$ cat src/shared/iocsp_pkg.sv
package iocsp_pkg;

    // APB register map
    localparam int ADDR_W = 12;
    localparam logic [11:0] CFG_OFFSET = 12'h000;
    localparam logic [11:0] STATUS_OFFSET = 12'h004;

    // Direction codes held in the configuration register
    localparam logic [1:0] DIR_INPUT = 2'h0;
    localparam logic [1:0] DIR_OUTPUT = 2'h1;
    localparam logic [1:0] DIR_BIDIR = 2'h2;

    // Configuration register field positions
    localparam int CFG_W = 14;
    localparam int CFG_DIR_LSB = 0;
    localparam int CFG_IN_USE_REG = 2;
    localparam int CFG_IN_LATCH = 3;
    localparam int CFG_IN_INIT_SET = 4;
    localparam int CFG_OUT_INIT_SET = 5;
    localparam int CFG_IN_CLK_INV = 6;
    localparam int CFG_OUT_CLK_INV = 7;
    localparam int CFG_OUT_INVERT = 8;
    localparam int CFG_OUT_USE_FF = 9;
    localparam int CFG_FAST_CAPTURE = 10;
    localparam int CFG_IN_CE_CONN = 11;
    localparam int CFG_OUT_CE_CONN = 12;
    localparam int CFG_TS_CONN = 13;
    localparam logic [13:0] CFG_RESET = 14'h0000;

    // Status register field positions
    localparam int STAT_PIN = 0;
    localparam int STAT_CAPTURE = 1;
    localparam int STAT_IN_Q = 2;
    localparam int STAT_OUT_Q = 3;
    localparam int STAT_OE = 4;

endpackage : iocsp_pkg

$ cat src/design/iocsp_top.sv
// What this block does
// - One cell serves one pin; configurable as input, output or bidirectional.
// - Pin signal goes straight to the direct taps or through the input register.
// - Input register is a flip-flop or a level latch, chosen by configuration.
// - Power-up or global_init forces both registers to their set/reset value.
// - Flip-flop mode captures on rising clock edge, after inversion, while enabled.
// - Latch mode without fast capture passes data while clock low and enabled, holds while high.
// - Enable low holds the input register; unconnected enable reads as high.
// - Fast capture latch is clocked by the output flip-flop clock.
// - Fast captured data is re-registered by the input flip-flop or latch.
// - Capture latch open while low; feeds rising-edge flop or open-high latch.
// - Every storage clock of the cell may be inverted inside the cell.
// - Output optionally inverted, then direct or through edge-triggered flip-flop.
// - Output flop loads on active edge when enabled; else holds its value.
// - Three-state high floats the driver; unconnected three-state reads as low.
`timescale 1ns/1ps

module iocsp_top
    import iocsp_pkg::*;
(
    input wire logic clk_i,
    input wire logic resetn_i,
    input wire logic [11:0] paddr_i,
    input wire logic psel_i,
    input wire logic penable_i,
    input wire logic pwrite_i,
    input wire logic [31:0] pwdata_i,
    input wire logic [3:0] pstrb_i,
    output logic [31:0] prdata_o,
    output logic pready_o,
    output logic pslverr_o,
    input wire logic pin_i,
    output logic pin_o,
    output logic pin_oe_o,
    input wire logic global_init_i,
    input wire logic in_storage_clock_i,
    input wire logic in_storage_clock_enable_i,
    input wire logic out_storage_clock_i,
    input wire logic out_storage_clock_enable_i,
    input wire logic out_data_i,
    input wire logic tristate_i,
    output logic direct_input_tap_a_o,
    output logic direct_input_tap_b_o,
    output logic in_reg_q_o
);

    typedef struct packed {
        logic [13:0] cfg;
        logic in_clk_prev;
        logic out_clk_prev;
        logic cap_q;
        logic in_q;
        logic out_q;
        logic pin_out;
        logic pin_oe;
        logic tap_a;
        logic tap_b;
        logic [31:0] prdata;
        logic pready;
        logic pslverr;
    } iocsp_state_t;

    iocsp_state_t st;
    iocsp_state_t next_st;

    logic [1:0] dir;
    logic in_enabled;
    logic out_enabled;
    logic in_clk;
    logic out_clk;
    logic in_rise;
    logic out_rise;
    logic in_ce;
    logic out_ce;
    logic ts;
    logic in_d;
    logic latch_open;
    logic out_d;
    logic drive_val;
    logic setup;
    logic access;
    logic hit_cfg;
    logic hit_stat;
    logic [31:0] status_word;
    logic [31:0] cfg_word;

    assign dir = st.cfg[CFG_DIR_LSB +: 2];

    // Direction code 3 leaves the cell unused: no taps, no driver
    always_comb begin
        in_enabled = 1'b0;
        out_enabled = 1'b0;
        case (dir)
            DIR_INPUT: begin
                in_enabled = 1'b1;
            end
            DIR_OUTPUT: begin
                out_enabled = 1'b1;
            end
            DIR_BIDIR: begin
                in_enabled = 1'b1;
                out_enabled = 1'b1;
            end
            default: begin
                in_enabled = 1'b0;
                out_enabled = 1'b0;
            end
        endcase
    end

    // Clock levels after the optional in-cell inversion
    always_comb begin
        in_clk = in_storage_clock_i;
        out_clk = out_storage_clock_i;
        if (st.cfg[CFG_IN_CLK_INV]) begin
            in_clk = !in_storage_clock_i;
        end
        if (st.cfg[CFG_OUT_CLK_INV]) begin
            out_clk = !out_storage_clock_i;
        end
    end

    // Storage clocks are sampled levels: a pulse shorter than one clk_i period may be lost.
    // Flipping an inversion bit can look like an edge, so pulse global_init after it.
    assign in_rise = in_clk && !st.in_clk_prev;
    assign out_rise = out_clk && !st.out_clk_prev;

    // Unconnected enables count as high, unconnected three-state as low
    always_comb begin
        in_ce = 1'b1;
        out_ce = 1'b1;
        ts = 1'b0;
        if (st.cfg[CFG_IN_CE_CONN]) begin
            in_ce = in_storage_clock_enable_i;
        end
        if (st.cfg[CFG_OUT_CE_CONN]) begin
            out_ce = out_storage_clock_enable_i;
        end
        if (st.cfg[CFG_TS_CONN]) begin
            ts = tristate_i;
        end
    end

    // Register input is the pin, or the fast capture latch re-registered here.
    // Plain latch opens on low clock; behind the capture latch it opens on high.
    always_comb begin
        if (st.cfg[CFG_FAST_CAPTURE]) begin
            in_d = st.cap_q;
            latch_open = in_clk;
        end else begin
            in_d = pin_i;
            latch_open = !in_clk;
        end
    end

    // Inversion applies ahead of both output routes
    always_comb begin
        out_d = out_data_i;
        if (st.cfg[CFG_OUT_INVERT]) begin
            out_d = !out_data_i;
        end
        if (st.cfg[CFG_OUT_USE_FF]) begin
            drive_val = st.out_q;
        end else begin
            drive_val = out_d;
        end
    end

    // APB decode; unmapped addresses hit nothing and answer with an error
    assign setup = psel_i && !penable_i;
    assign access = psel_i && penable_i && st.pready;
    always_comb begin
        hit_cfg = 1'b0;
        hit_stat = 1'b0;
        case (paddr_i)
            CFG_OFFSET: begin
                hit_cfg = 1'b1;
            end
            STATUS_OFFSET: begin
                hit_stat = 1'b1;
            end
            default: begin
                hit_cfg = 1'b0;
                hit_stat = 1'b0;
            end
        endcase
    end

    always_comb begin
        cfg_word = 32'h0000_0000;
        cfg_word[CFG_W-1:0] = st.cfg;
        status_word = 32'h0000_0000;
        status_word[STAT_PIN] = pin_i;
        status_word[STAT_CAPTURE] = st.cap_q;
        status_word[STAT_IN_Q] = st.in_q;
        status_word[STAT_OUT_Q] = st.out_q;
        status_word[STAT_OE] = st.pin_oe;
    end

    always_comb begin
        next_st = st;

        // Register bus: answer in the cycle after setup, zero wait states
        next_st.pready = setup;
        next_st.pslverr = setup && !(hit_cfg || hit_stat);
        next_st.prdata = 32'h0000_0000;
        if (setup && !pwrite_i) begin
            if (hit_cfg) begin
                next_st.prdata = cfg_word;
            end else if (hit_stat) begin
                next_st.prdata = status_word;
            end
        end
        if (access && pwrite_i && hit_cfg) begin
            if (pstrb_i[0]) begin
                next_st.cfg[7:0] = pwdata_i[7:0];
            end
            if (pstrb_i[1]) begin
                next_st.cfg[CFG_W-1:8] = pwdata_i[CFG_W-1:8];
            end
        end

        next_st.in_clk_prev = in_clk;
        next_st.out_clk_prev = out_clk;

        // Fast capture latch follows the pin while the output clock is low
        if (!out_clk) begin
            next_st.cap_q = pin_i;
        end

        // Input storage register
        if (st.cfg[CFG_IN_LATCH]) begin
            if (latch_open && in_ce) begin
                next_st.in_q = in_d;
            end
        end else begin
            if (in_rise && in_ce) begin
                next_st.in_q = in_d;
            end
        end

        // Output flip-flop, edge triggered only
        if (out_rise && out_ce) begin
            next_st.out_q = out_d;
        end

        // Initialisation overrides any clocked load
        if (global_init_i) begin
            next_st.cap_q = 1'b0;
            next_st.in_q = st.cfg[CFG_IN_INIT_SET];
            next_st.out_q = st.cfg[CFG_OUT_INIT_SET];
        end

        // Input taps: direct pin or stored value
        if (in_enabled) begin
            if (st.cfg[CFG_IN_USE_REG]) begin
                next_st.tap_a = st.in_q;
                next_st.tap_b = st.in_q;
            end else begin
                next_st.tap_a = pin_i;
                next_st.tap_b = pin_i;
            end
        end else begin
            next_st.tap_a = 1'b0;
            next_st.tap_b = 1'b0;
        end

        // Driver: same three-state gating on either output route
        next_st.pin_out = drive_val;
        next_st.pin_oe = 1'b0;
        if (out_enabled && !ts) begin
            next_st.pin_oe = 1'b1;
        end
    end

    always_ff @(posedge clk_i or negedge resetn_i) begin
        if (!resetn_i) begin
            st.cfg <= CFG_RESET;
            st.in_clk_prev <= 1'b0;
            st.out_clk_prev <= 1'b0;
            st.cap_q <= 1'b0;
            st.in_q <= 1'b0;
            st.out_q <= 1'b0;
            st.pin_out <= 1'b0;
            st.pin_oe <= 1'b0;
            st.tap_a <= 1'b0;
            st.tap_b <= 1'b0;
            st.prdata <= 32'h0000_0000;
            st.pready <= 1'b0;
            st.pslverr <= 1'b0;
        end else begin
            st <= next_st;
        end
    end

    assign prdata_o = st.prdata;
    assign pready_o = st.pready;
    assign pslverr_o = st.pslverr;
    assign pin_o = st.pin_out;
    assign pin_oe_o = st.pin_oe;
    assign direct_input_tap_a_o = st.tap_a;
    assign direct_input_tap_b_o = st.tap_b;
    assign in_reg_q_o = st.in_q;

endmodule : iocsp_top

$ cat config.mk
export PLATFORM = sky130hd
export DESIGN_NAME = iocsp_top
export DESIGN_NICKNAME = d
export VERILOG_FILES = /design/src/shared/iocsp_pkg.sv /design/src/design/iocsp_top.sv
export SDC_FILE = /design/constraint.sdc
export NUM_CORES = 1
export LEC_CHECK = 0
export ABC_AREA = 1
export BUFFER_PORTS_ARGS = -buffer_cell sky130_fd_sc_hd__buf_2
export CAP_MARGIN = 20
export CELL_PAD_IN_SITES_DETAIL_PLACEMENT = 0
export CELL_PAD_IN_SITES_GLOBAL_PLACEMENT = 1
export CORE_AREA = 2 2 85 87
export DETAILED_ROUTE_END_ITERATION = 16
export DIE_AREA = 0 0 87 89
export PLACE_DENSITY_LB_ADDON = 0.1
export SYNTH_ARGS = -nofsm -noshare
export SYNTH_HDL_FRONTEND = slang
export SYNTH_SLANG_ARGS = --single-unit
export TNS_END_PERCENT = 50
$ cat constraint.sdc
create_clock -name clk_i -period 1.1 [get_ports clk_i]
set_input_delay 0.055 -clock clk_i [delete_from_list [all_inputs] [get_ports clk_i]]
set_output_delay 0.055 -clock clk_i [all_outputs]
set_load 0.005 [all_outputs]
==> metrics.md, run 1 <==
| Metric | Value |
|---|---|
| H-tree Lvls | `2` |
| DR vias/cell | `4.125` |
| Netlist cell types | `26` |
| Die H | `89 um` |
| Warnings from Yosys | `0` |
| Post-Syn Instances | `220` |
| Reg clk slew, reported paths | `0.07 ns` |
| Number of synthesized flops with an enable pin | `0` |
| Status | `finished, violations left` |
| First-pass GRT wire length | `7.548 mm` |
| Clock net sink count | `38` |
| Combinational power share | `0.106` |
| Most common cell in the netlist | `nand2_1` |
| Initial DRC Count | `61` |
| Gpl congestion | `0.7520` |
| Top_reg_cell synth | `dfrtp_1` |
| Post-CTS setup buffer count | `0` |
| RSZ-0062 raised after global routing | `yes` |
| Max Fclk | `850.5 MHz` |
| Share of the synthesized area in the top cell type | `0.4916` |
| Final period utilization | `1.069` |
| Vias in the first global route | `1521` |
| Syn avg cell area | `8.793 um2` |
| Starting Density | `0.2879` |
| FFs w/ async S/R, synth | `1.000` |
| Hold/Removal Path Class | `primary input to register` |
| Wire length per cell | `12.54 um` |
| HPWL after detailed placement | `3.421 mm` |
| Clock network power share | `0.358` |
| GRT Overall Usage | `0.1317` |
| Leakage | `1.341 nW` |
| Number of remaining DRC errors | `0` |
| Num CTS Buffers | `5` |
| Total wire length | `4.703 mm` |
| Leading post-synthesis cells by cell area | `dfrtp_1 (49%), buf_4 (13%), nand2_1 (11%), nand3_1 (4.1%), inv_1 (3.9%)` |
| Post-synth top cells | `nand2_1 (59), dfrtp_1 (38), buf_4 (33)` |
| P_sw | `624.8 uW` |
| Initial DRT Pass Iterations | `4` |
| Maxcap violations | `0` |
| FP Rows | `30` |
| Placeable Area | `6719 um2` |
| Share of cells above drive strength 1 | `0.3153` |
| Vias | `1547` |
| CP Class | `register to register` |
| Sequential area share after synthesis | `0.4916` |
| Largest net degree at the start of global routing | `39` |
| GR Util met1 | `0.1782` |
| Dominant cell type by area after synthesis | `dfrtp_1` |
| I/O Buffers | `61` |
| GRT met2 Usage | `0.2047` |
| Nets@finish | `359` |
| Crit start category | `register` |
| Layer with the highest usage | `met2` |
| IO Count | `100` |
| # setup viols final | `14` |
| Reg power frac | `0.536` |
| Setup_tns | `-0.8000 ns` |
| Slack of the critical path | `-0.07572 ns` |
| Initial antenna violation count | `0` |
| Cell Pwr Density | `1066 nW/um2` |
| Diodes inserted | `0` |
| Failing checks | `setup timing` |
| Critical Path Fanout Max | `6` |
| TritonCTS clock tree | `yes` |
| Met3 Use GR | `0.03601` |
| Arr. time, crit path | `1.40 ns` |
| Die area | `7743 um2` |
| Critical Path Sink Type | `register` |
| Fin. max-slew vios | `0` |
| Clock Latency Late Sink | `0.29 ns` |
| Mapped Area | `1934 um2` |
| Yosys reg bits | `38` |
| Min cycle time layout | `1.176 ns` |
| Final Hold Fails | `0` |
| Post-layout util | `0.3715` |
| P_int | `2.035 mW` |
| Critical Path RT | `1.32 ns` |
| Area grow syn2layout | `29.04%` |
| Max clock buf depth | `2` |
| Clock root cell | `clkbuf_8` |
| Total grt overflow | `0` |
| Final ANT Viol Nets | `0` |
| Fin Clk Skew | `0.003148 ns` |
| Sw Share | `0.2349` |
| Die Width | `87 um` |
| Peak VDD IR | `409.3 uV` |
==> final timing paths <==
kind / startpoint / endpoint / slack [ns] / cells after the start
worst min-delay path: global_init_i / st[38] / 0.03 / 3
worst max-delay path: pready_o / cfg_word[11] / -0.08 / 6
max in group asynchronous: resetn_i / cfg_word[7] / 0.64 / 3
worst min register to register: cfg_word[12] / cfg_word[12] / 0.48 / 2
worst max register to register: pready_o / cfg_word[11] / -0.08 / 6
min in group asynchronous: resetn_i / pin_o / 0.27 / 3
==> final cells by class <==
class,instances,area (um2)
Fill cell,728,4223
Sequential cell,38,950.9
Multi-Input combinational cell,144,734.5
Timing Repair Buffer,87,553.0
Tap cell,80,100.1
Clock buffer,6,82.58
Inverter,20,75.07
==> power by group through the flow <==
stage / sequential (mW) / clock, mW / combinational, mW
floorplan: 1.45 / 0 / 0.129
global placement: 1.45 / 0 / 0.243
detailed placement: 1.45 / 0 / 0.240
CTS: 1.42 / 0.981 / 0.288
global route: 1.43 / 1.05 / 0.322
finish: 1.43 / 0.952 / 0.283
==> sequential cells by signal, indices dropped and copies added, names as in the netlist <==
signal,flops
prdata_o,14
pin_o,1
direct_input_tap_a_o,1
st,4
in_reg_q_o,1
cfg_word,14
pready_o,1
pslverr_o,1
pin_oe_o,1
==> through the flow <==
stage                     power [mW]  area [um2]  hold slack [ns]  worst slack (ns)  instances
after global placement         1.695        2230          0.04430          -0.06308        353
after detailed placement       1.692        2230          0.04203           -0.1183        353
final                          2.660        2496          0.02992          -0.07572        375
after floorplan                1.581        2001          -0.2406           0.02031        237
after CTS                      2.694        2491          0.03130          -0.09359        375
after global routing           2.804        2496          0.03978           -0.1984        375
==> critical path, stage by stage (launching register included) <==
cell and delay (ns):
dfrtp_1 0.37, nand3_2 0.10, nor2_4 0.16, nand3_4 0.12, nor2_4 0.22, nand2_1 0.08, nand2_1 0.07
==> layout by cell type, fill, tap and decap left out, drive strengths merged, types with 2 or more instances in the layout <==
cell type	netlist	final
ha	2	2
nand2	61	61
nand3	17	17
nor3	4	4
a21oi	8	8
conb	1	18
xnor2	2	2
dfrtp	38	38
nor2	18	18
nor3b	5	5
dlygate4sd3	0	16
nand4	2	2
buf	35	71
o21ai	3	3
clkbuf	0	6
inv	20	20
==> cells by family after synthesis <==
group / count (synthesis) / synth area share
buf+inv: 55 / 0.1753
fa+ha+maj: 2 / 0.01293
flops: 38 / 0.4916
other cells: 1 / 0.001939
xor+xnor: 2 / 0.009057
compound gates: 14 / 0.03881
simple gates: 108 / 0.2704
==> routing by layer <==
metal / share of wire / vias to the layer above
met5: 0 / -
met4: 0.011 / 0
li1: - / 787
met2: 0.46 / 54
met1: 0.47 / 702
met3: 0.059 / 4
==> repair_timing <==
item	in CTS	in global routing
pin swaps	4	12
resized for setup	3	4
endpoints found under the hold margin	53	0
hold buffers	16	0
setup endpoints to repair	14	15
(Power assumes the default switching activity.)
==> run 2, diff against run 1 <==
--- a/config.mk
+++ b/config.mk
@@ -10,9 +10,10 @@
 export CAP_MARGIN = 20
 export CELL_PAD_IN_SITES_DETAIL_PLACEMENT = 0
 export CELL_PAD_IN_SITES_GLOBAL_PLACEMENT = 1
-export CORE_AREA = 2 2 85 87
+export CORE_AREA = 2 2 81 83
 export DETAILED_ROUTE_END_ITERATION = 16
-export DIE_AREA = 0 0 87 89
+export DIE_AREA = 0 0 83 85
+export HOLD_SLACK_MARGIN = 0.06
 export PLACE_DENSITY_LB_ADDON = 0.1
 export SYNTH_ARGS = -nofsm -noshare
 export SYNTH_HDL_FRONTEND = slang
==> constraint.sdc (replaced) <==
create_clock -name clk_i -period 1.15 [get_ports clk_i]
set_input_delay 0.23 -clock clk_i [delete_from_list [all_inputs] [get_ports clk_i]]
set_output_delay 0.23 -clock clk_i [all_outputs]
set_load 0.005 [all_outputs]
==> run 2 against run 1 <==
First-iteration DRC count is 9.8% higher. Combinational power is 17% lower. Critical endpoint is now cfg_word[12]. Via count is 4.1% lower. Fmax is 1.3% lower. Clock skew is 0.0015 ns lower. Global-route usage is 0.39 points lower. Non-clock buffer count is 12 lower. The run still ends with setup timing left. Wire length is 9.7% lower.
==> metrics.md, run 2 (synthesis results as in run 1) <==
| Metric | Value |
|---|---|
| Hold Startpoint | `tristate_i` |
| Met3 wire len | `211 um (-24%)` |
| Top Layer Used | `met4` |
| CP Class | `register to register` |
| RR Endpoint | `cfg_word[12]` |
| Clock Latency Late Sink | `0.29 ns (about the same)` |
| Diodes inserted | `0 (unchanged)` |
| Commonest non-fill, non-tap cell in the layout | `buf_2` |
| WHS | `0.1240 ns (+0.09408 ns)` |
| Failing checks | `setup timing` |
| Slack of the critical path | `-0.04135 ns (+0.03437 ns)` |
| Hold/Removal Path Class | `primary input to register` |
| TritonCTS clock tree | `yes` |
| Clock root cell | `clkbuf_8` |
| Die area | `7055 um2 (-8.9%)` |
| I/O Buffers | `61 (unchanged)` |
| IO Count | `100 (unchanged)` |
| Total wire length | `4.249 mm (-9.7%)` |
| First-pass GRT wire length | `6.948 mm (-7.9%)` |
| Share of cells above drive strength 1 | `0.3368 (+0.02159)` |
| Final period utilization | `1.036 (-0.03288)` |
| Area of placed instances | `2261 um2 (+1.4%)` |
| Fin Clk Skew | `0.001686 ns (-0.001462 ns)` |
| Cells after DPL | `353 (unchanged)` |
| Placeable Area | `6205 um2 (-7.7%)` |
| HPWL after detailed placement | `3.145 mm (-8.1%)` |
| Die Width | `83 um (-4.6%)` |
| FF-to-FF Start | `pready_o` |
| Num CTS Buffers | `5 (unchanged)` |
| Nets@finish | `347 (-3.3%)` |
| Met1 WL | `2.009 mm (-9.3%)` |
| Worst R2R Path Depth | `7 (+1)` |
| Total grt overflow | `0 (unchanged)` |
| Final ANT Viol Nets | `0 (unchanged)` |
| DR vias/cell | `4.097 (-0.69%)` |
| Clock net sink count | `38 (unchanged)` |
| Cell Chain, Critical Path | `nand3_2 > nor2_2 > buf_6 > nand3_4 > nor2_4 > nand2_1 > nand2_1` |
| H-tree Lvls | `2 (unchanged)` |
| Peak VDD IR | `478.2 uV (+17%)` |
| Crit start category | `register` |
| Hold Path End | `pin_oe_o` |
| CP Buf/Inv Count | `1 (+1)` |
| Post-layout util | `0.3856 (+0.01405)` |
| Filler cells | `655 (-10%)` |
| Hold path depth | `2 (-1)` |
| Die H | `85 um (-4.5%)` |
| Number of remaining DRC errors | `0 (unchanged)` |
| Gpl congestion | `0.7394 (-1.7%)` |
| Fin. max-slew vios | `0 (unchanged)` |
| GRT Overall Usage | `0.1277 (-0.003939)` |
| Min cycle time layout | `1.191 ns (+0.01563 ns)` |
| Final Hold Fails | `0 (unchanged)` |
| Critical Path RT | `1.38 ns (+0.06 ns)` |
| # setup viols final | `12 (-2)` |
| Family with the most delay on the worst path | `simple AND/OR/NAND/NOR gates` |
| Vias in the first global route | `1399 (-8.0%)` |
| Arr. time, crit path | `1.42 ns (+0.02 ns)` |
| Starting Density | `0.3118 (+0.02386)` |
| Vias | `1483 (-4.1%)` |
| Design Area, Final | `2392 um2 (-4.2%)` |
| Largest net degree at the start of global routing | `39 (unchanged)` |
| Area grow syn2layout | `23.67%` |
| Reg clk slew, reported paths | `0.08 ns (about the same)` |
| Wire length per cell | `11.74 um (-6.4%)` |
| Initial antenna violation count | `0 (unchanged)` |
| Initial DRT Pass Iterations | `4 (unchanged)` |
| Critical Path Fanout Max | `6 (unchanged)` |
| Multi-input gate area | `729.5 um2 (-0.68%)` |
| Pre-CTS WS | `-0.1527 ns (-0.03436 ns)` |
| RSZ-0062 raised after global routing | `yes` |
| CP max stage delay | `0.36 ns (about the same)` |
| Crit path max-delay cell type | `dfrtp_1` |
| Fin cells | `362 (-3.5%)` |
| Initial DRC Count | `67 (+9.8%)` |
| Leakage | `1.306 nW (-2.6%)` |
| Met2 WL | `1.971 mm (-8.5%)` |
| FP Rows | `29 (-3.3%)` |
| Most frequent cells in the layout | `buf_2 (61), nand2_1 (57), dfrtp_1 (38)` |
| Max Fclk | `839.4 MHz (-1.3%)` |
| Cell mode on critical path | `nand2_1` |
| Max clock buf depth | `2 (unchanged)` |
| Status | `finished, violations left` |
| Cell Pwr Density | `1074 nW/um2 (+0.82%)` |
| Maxcap violations | `0 (unchanged)` |
| Worst R2R Setup Slack | `-0.04 ns (+0.03 ns)` |
| Post-CTS setup buffer count | `0 (unchanged)` |
| Sequential Area | `950.9 um2 (unchanged)` |
| Critical Path Sink Type | `register` |
## run 2: cell types whose count changed in the layout (fill, tap and decap cells not counted), sizes merged
| cell | change |
|---|---|
| clkinv | +1 |
| clkinvlp | +1 |
| buf | +3 |
| dlygate4sd3 | -15 |
## run 2: routing by layer
| metal | GRT usage | vias up |
|---|---|---|
| met2 | 0.2023 | 40 |
| met5 | 0 | - |
| met4 | 0.04471 | 0 |
| met1 | 0.1692 | 672 |
| met3 | 0.03502 | 5 |
| li1 | - | 766 |
## run 2: report_power, final
| group | switching, mW | total (mW) | internal (mW) | leakage [nW] |
|---|---|---|---|---|
| logic | 0.130 | 0.235 | 0.105 | 0.742 |
| registers | 0.00996 | 1.36 | 1.35 | 0.517 |
| clock network | 0.490 | 0.972 | 0.482 | 0.0472 |
| total | 0.631 | 2.57 | 1.94 | 1.31 |
## run 2: worst max-delay path by stage
| stage | from | endpoint | slack [ns] | cells after the start |
|---|---|---|---|---|
| 4_1_cts | pready_o | cfg_word[7] | -0.04 | 7 |
| 3_3_place_gp | paddr_i[11] | prdata_o[5] | -0.17 | 6 |
| 3_5_place_dp | paddr_i[11] | prdata_o[5] | -0.15 | 6 |
| 2_1_floorplan | pready_o | cfg_word[10] | 0.07 | 5 |
| 5_1_grt | pready_o | cfg_word[6] | -0.14 | 7 |
| 6_report | pready_o | cfg_word[12] | -0.04 | 7 |
## run 2: through the flow
step,TNS [ns],power (mW)
finish,-0.2063,2.570
global route,-1.611,2.703
CTS,-0.3678,2.609
detailed placement,-3.181,1.623
global placement,-2.998,1.622
floorplan,0,1.512
## run 2: final cells by class
type / instances / share of cell area
Sequential cell: 38 / 0.3975
Timing Repair Buffer: 75 / 0.1862
Clock inverter: 2 / 0.005230
Tap cell: 77 / 0.04027
Multi-Input combinational cell: 144 / 0.3049
Clock buffer: 6 / 0.03452
Inverter: 20 / 0.03138
## run 2: worst register-to-register path, cell delays in order, from the launching register on
cell and delay, ns:
dfrtp_1 0.36, nand3_2 0.08, nor2_2 0.09, buf_6 0.13
nand3_4 0.11, nor2_4 0.22, nand2_1 0.08, nand2_1 0.07
## run 2: what timing repair did
action	in CTS	in global routing
endpoints found under the hold margin	38	0
pin swaps	5	6
cloned	0	0
resized for setup	2	4
hold buffers	1	0
endpoints found under the setup margin	14	14
==> run 3, diff against run 2 <==
--- a/config.mk
+++ b/config.mk
@@ -10,9 +10,9 @@
 export CAP_MARGIN = 20
 export CELL_PAD_IN_SITES_DETAIL_PLACEMENT = 0
 export CELL_PAD_IN_SITES_GLOBAL_PLACEMENT = 1
-export CORE_AREA = 2 2 81 83
+export CORE_AREA = 2 2 90 75
 export DETAILED_ROUTE_END_ITERATION = 16
-export DIE_AREA = 0 0 83 85
+export DIE_AREA = 0 0 92 77
 export HOLD_SLACK_MARGIN = 0.06
 export PLACE_DENSITY_LB_ADDON = 0.1
 export SYNTH_ARGS = -nofsm -noshare
==> run 3 against run 2 <==
The run still ends with setup timing left. Sequential power hardly changed. Global-route usage up 0.52 points. Fmax up 0.48%. Worst setup slack better by 0.0057 ns. Clock skew increased by 0.0073 ns. Largest cell class unchanged. Largest power group is now clock. Highest routed layer unchanged.
==> metrics.md, run 3 (synthesis results as in run 1) <==
| Metric | Value |
|---|---|
| Die Width | `92 um (+11%)` |
| Final period utilization | `1.031 (-0.004964)` |
| Area of placed instances | `2275 um2 (+0.61%)` |
| Reg clk slew, reported paths | `0.08 ns (about the same)` |
| Nets@finish | `347 (unchanged)` |
| Max Fclk | `843.4 MHz (+0.48%)` |
| Design Area, Final | `2467 um2 (+3.1%)` |
| P_sw | `626.4 uW (-0.68%)` |
| Max clock buf depth | `2 (unchanged)` |
| Setup_tns | `-0.1656 ns (+0.04072 ns)` |
| Maxcap violations | `0 (unchanged)` |
| Initial antenna violation count | `0 (unchanged)` |
| Clock Latency Late Sink | `0.29 ns (about the same)` |
| Cells after DPL | `359 (+1.7%)` |
| Combinational power share | `0.077 (-0.015)` |
| Critical Path Sink Type | `register` |
| Initial DRC Count | `54 (-19%)` |
| First-pass GRT wire length | `7.203 mm (+3.7%)` |
| Most frequent cells in the layout | `buf_2 (61), nand2_1 (59), dfrtp_1 (38)` |
| FP Rows | `26 (-10%)` |
| HPWL after detailed placement | `3.243 mm (+3.1%)` |
| Wire length per cell | `11.68 um (-0.51%)` |
| Leakage | `1.333 nW (+2.0%)` |
| Critical Path RT | `1.33 ns (-0.05 ns)` |
| Final Hold Fails | `0 (unchanged)` |
| Clock root cell | `clkbuf_8` |
| Commonest non-fill, non-tap cell in the layout | `buf_2` |
| Gpl congestion | `0.7109 (-3.9%)` |
| Hold/Removal Path Class | `primary input to register` |
| DR vias/cell | `4.038 (-1.4%)` |
| Share of cells above drive strength 1 | `0.3368 (unchanged)` |
| Critical Path Fanout Max | `8 (+2)` |
| Die H | `77 um (-9.4%)` |
| Total wire length | `4.309 mm (+1.4%)` |
| # setup viols final | `8 (-4)` |
| H-tree Lvls | `2 (unchanged)` |
| Cell Pwr Density | `1218 nW/um2 (+13%)` |
| Crit start category | `register` |
| Fin cells | `369 (+1.9%)` |
| Min cycle time layout | `1.186 ns (-0.005708 ns)` |
| Reg power frac | `0.453 (-0.077)` |
| Vias | `1490 (+0.47%)` |
| Placeable Area | `6181 um2 (-0.38%)` |
| Status | `finished, violations left` |
| Total power | `3.006 mW (+17%)` |
| Final ANT Viol Nets | `0 (unchanged)` |
| Filler cells | `683 (+4.3%)` |
| Starting Density | `0.3130 (+0.001199)` |
| Clock net sink count | `38 (unchanged)` |
| Area grow syn2layout | `27.56%` |
| Peak VDD IR | `390.3 uV (-18%)` |
| P_int | `2.380 mW (+23%)` |
| IO Count | `100 (unchanged)` |
| Clock network power share | `0.470 (+0.092)` |
| Initial DRT Pass Iterations | `4 (unchanged)` |
| Number of remaining DRC errors | `0 (unchanged)` |
| Arr. time, crit path | `1.37 ns (-0.05 ns)` |
| RSZ-0062 raised after global routing | `yes` |
| Largest net degree at the start of global routing | `39 (unchanged)` |
| TritonCTS clock tree | `yes` |
| I/O Buffers | `61 (unchanged)` |
| Fin. max-slew vios | `0 (unchanged)` |
| Sw Share | `0.2084 (-0.03704)` |
| Num CTS Buffers | `5 (unchanged)` |
| Vias in the first global route | `1480 (+5.8%)` |
| CP Class | `register to register` |
| Total grt overflow | `0 (unchanged)` |
| Diodes inserted | `0 (unchanged)` |
| Post-layout util | `0.3992 (+0.01363)` |
| Fin Clk Skew | `0.008954 ns (+0.007267 ns)` |
| Slack of the critical path | `-0.03564 ns (+0.005708 ns)` |
| Die area | `7084 um2 (+0.41%)` |
| GRT Overall Usage | `0.1329 (+0.005213)` |
| Failing checks | `setup timing` |
-- run 3: layout make-up --
class	instances	area, um2	share of cell area
sequential	38	950.9	0.3854
multi-input combinational	144	739.5	0.2997
timing repair buffer	75	454.2	0.1841
tap	84	105.1	0.04260
clock buffer	6	82.58	0.03347
inverter	20	75.07	0.03043
clock inverter	2	60.06	0.02434
-- run 3: path summary, 6_finish.rpt --
kind	startpoint	cells past startpoint	endpoint	slack (ns)
worst max-delay path	pready_o	6	cfg_word[0]	-0.04
worst min-delay path	tristate_i	2	pin_oe_o	0.12
worst max register to register	pready_o	6	cfg_word[0]	-0.04
worst min register to register	cfg_word[11]	2	cfg_word[11]	0.49
max in group asynchronous	resetn_i	3	cfg_word[4]	0.51
min in group asynchronous	resetn_i	3	prdata_o[12]	0.44
-- run 3: critical path: stages, from the launching register on --
cell and delay [ns]:
dfrtp_1 0.37, nand3_2 0.09, nor2_4 0.15, buf_6 0.12, nand4_4 0.17, nand2_1 0.12
nand2_1 0.05
-- run 3: repair_timing --
action	CTS	global route
buffers inserted	1	0
cloned	0	0
pin swaps	12	5
hold buffers	1	0
endpoints found under the hold margin	38	0
gates resized for setup	4	2
endpoints found under the setup margin	14	16
-- run 3: power groups by stage --
stage | registers (mW) | logic (mW) | clock network, mW
4_1_cts | 1.36 | 0.237 | 1.45
2_1_floorplan | 1.39 | 0.124 | 0
5_1_grt | 1.36 | 0.266 | 1.51
6_report | 1.36 | 0.231 | 1.41
3_5_place_dp | 1.39 | 0.229 | 0
3_3_place_gp | 1.39 | 0.228 | 0
-- run 3: through the flow --
step	hold slack, ns	setup slack, ns
finish	0.1211	-0.03564
global route	0.1264	-0.1148
CTS	0.1085	-0.07765
detailed placement	0.2172	-0.1960
global placement	0.2185	-0.1952
floorplan	-0.06559	0.07031
-- run 3: layer usage --
layer  wire length (um)  vias up  track usage  share of wire
li1                   -      765            -              -
met1               2069      672       0.1799           0.48
met2               1853       49       0.1949           0.43
met3                340        4      0.05108          0.079
met4                 46        0      0.04478          0.011
met5                  0        -            0              0
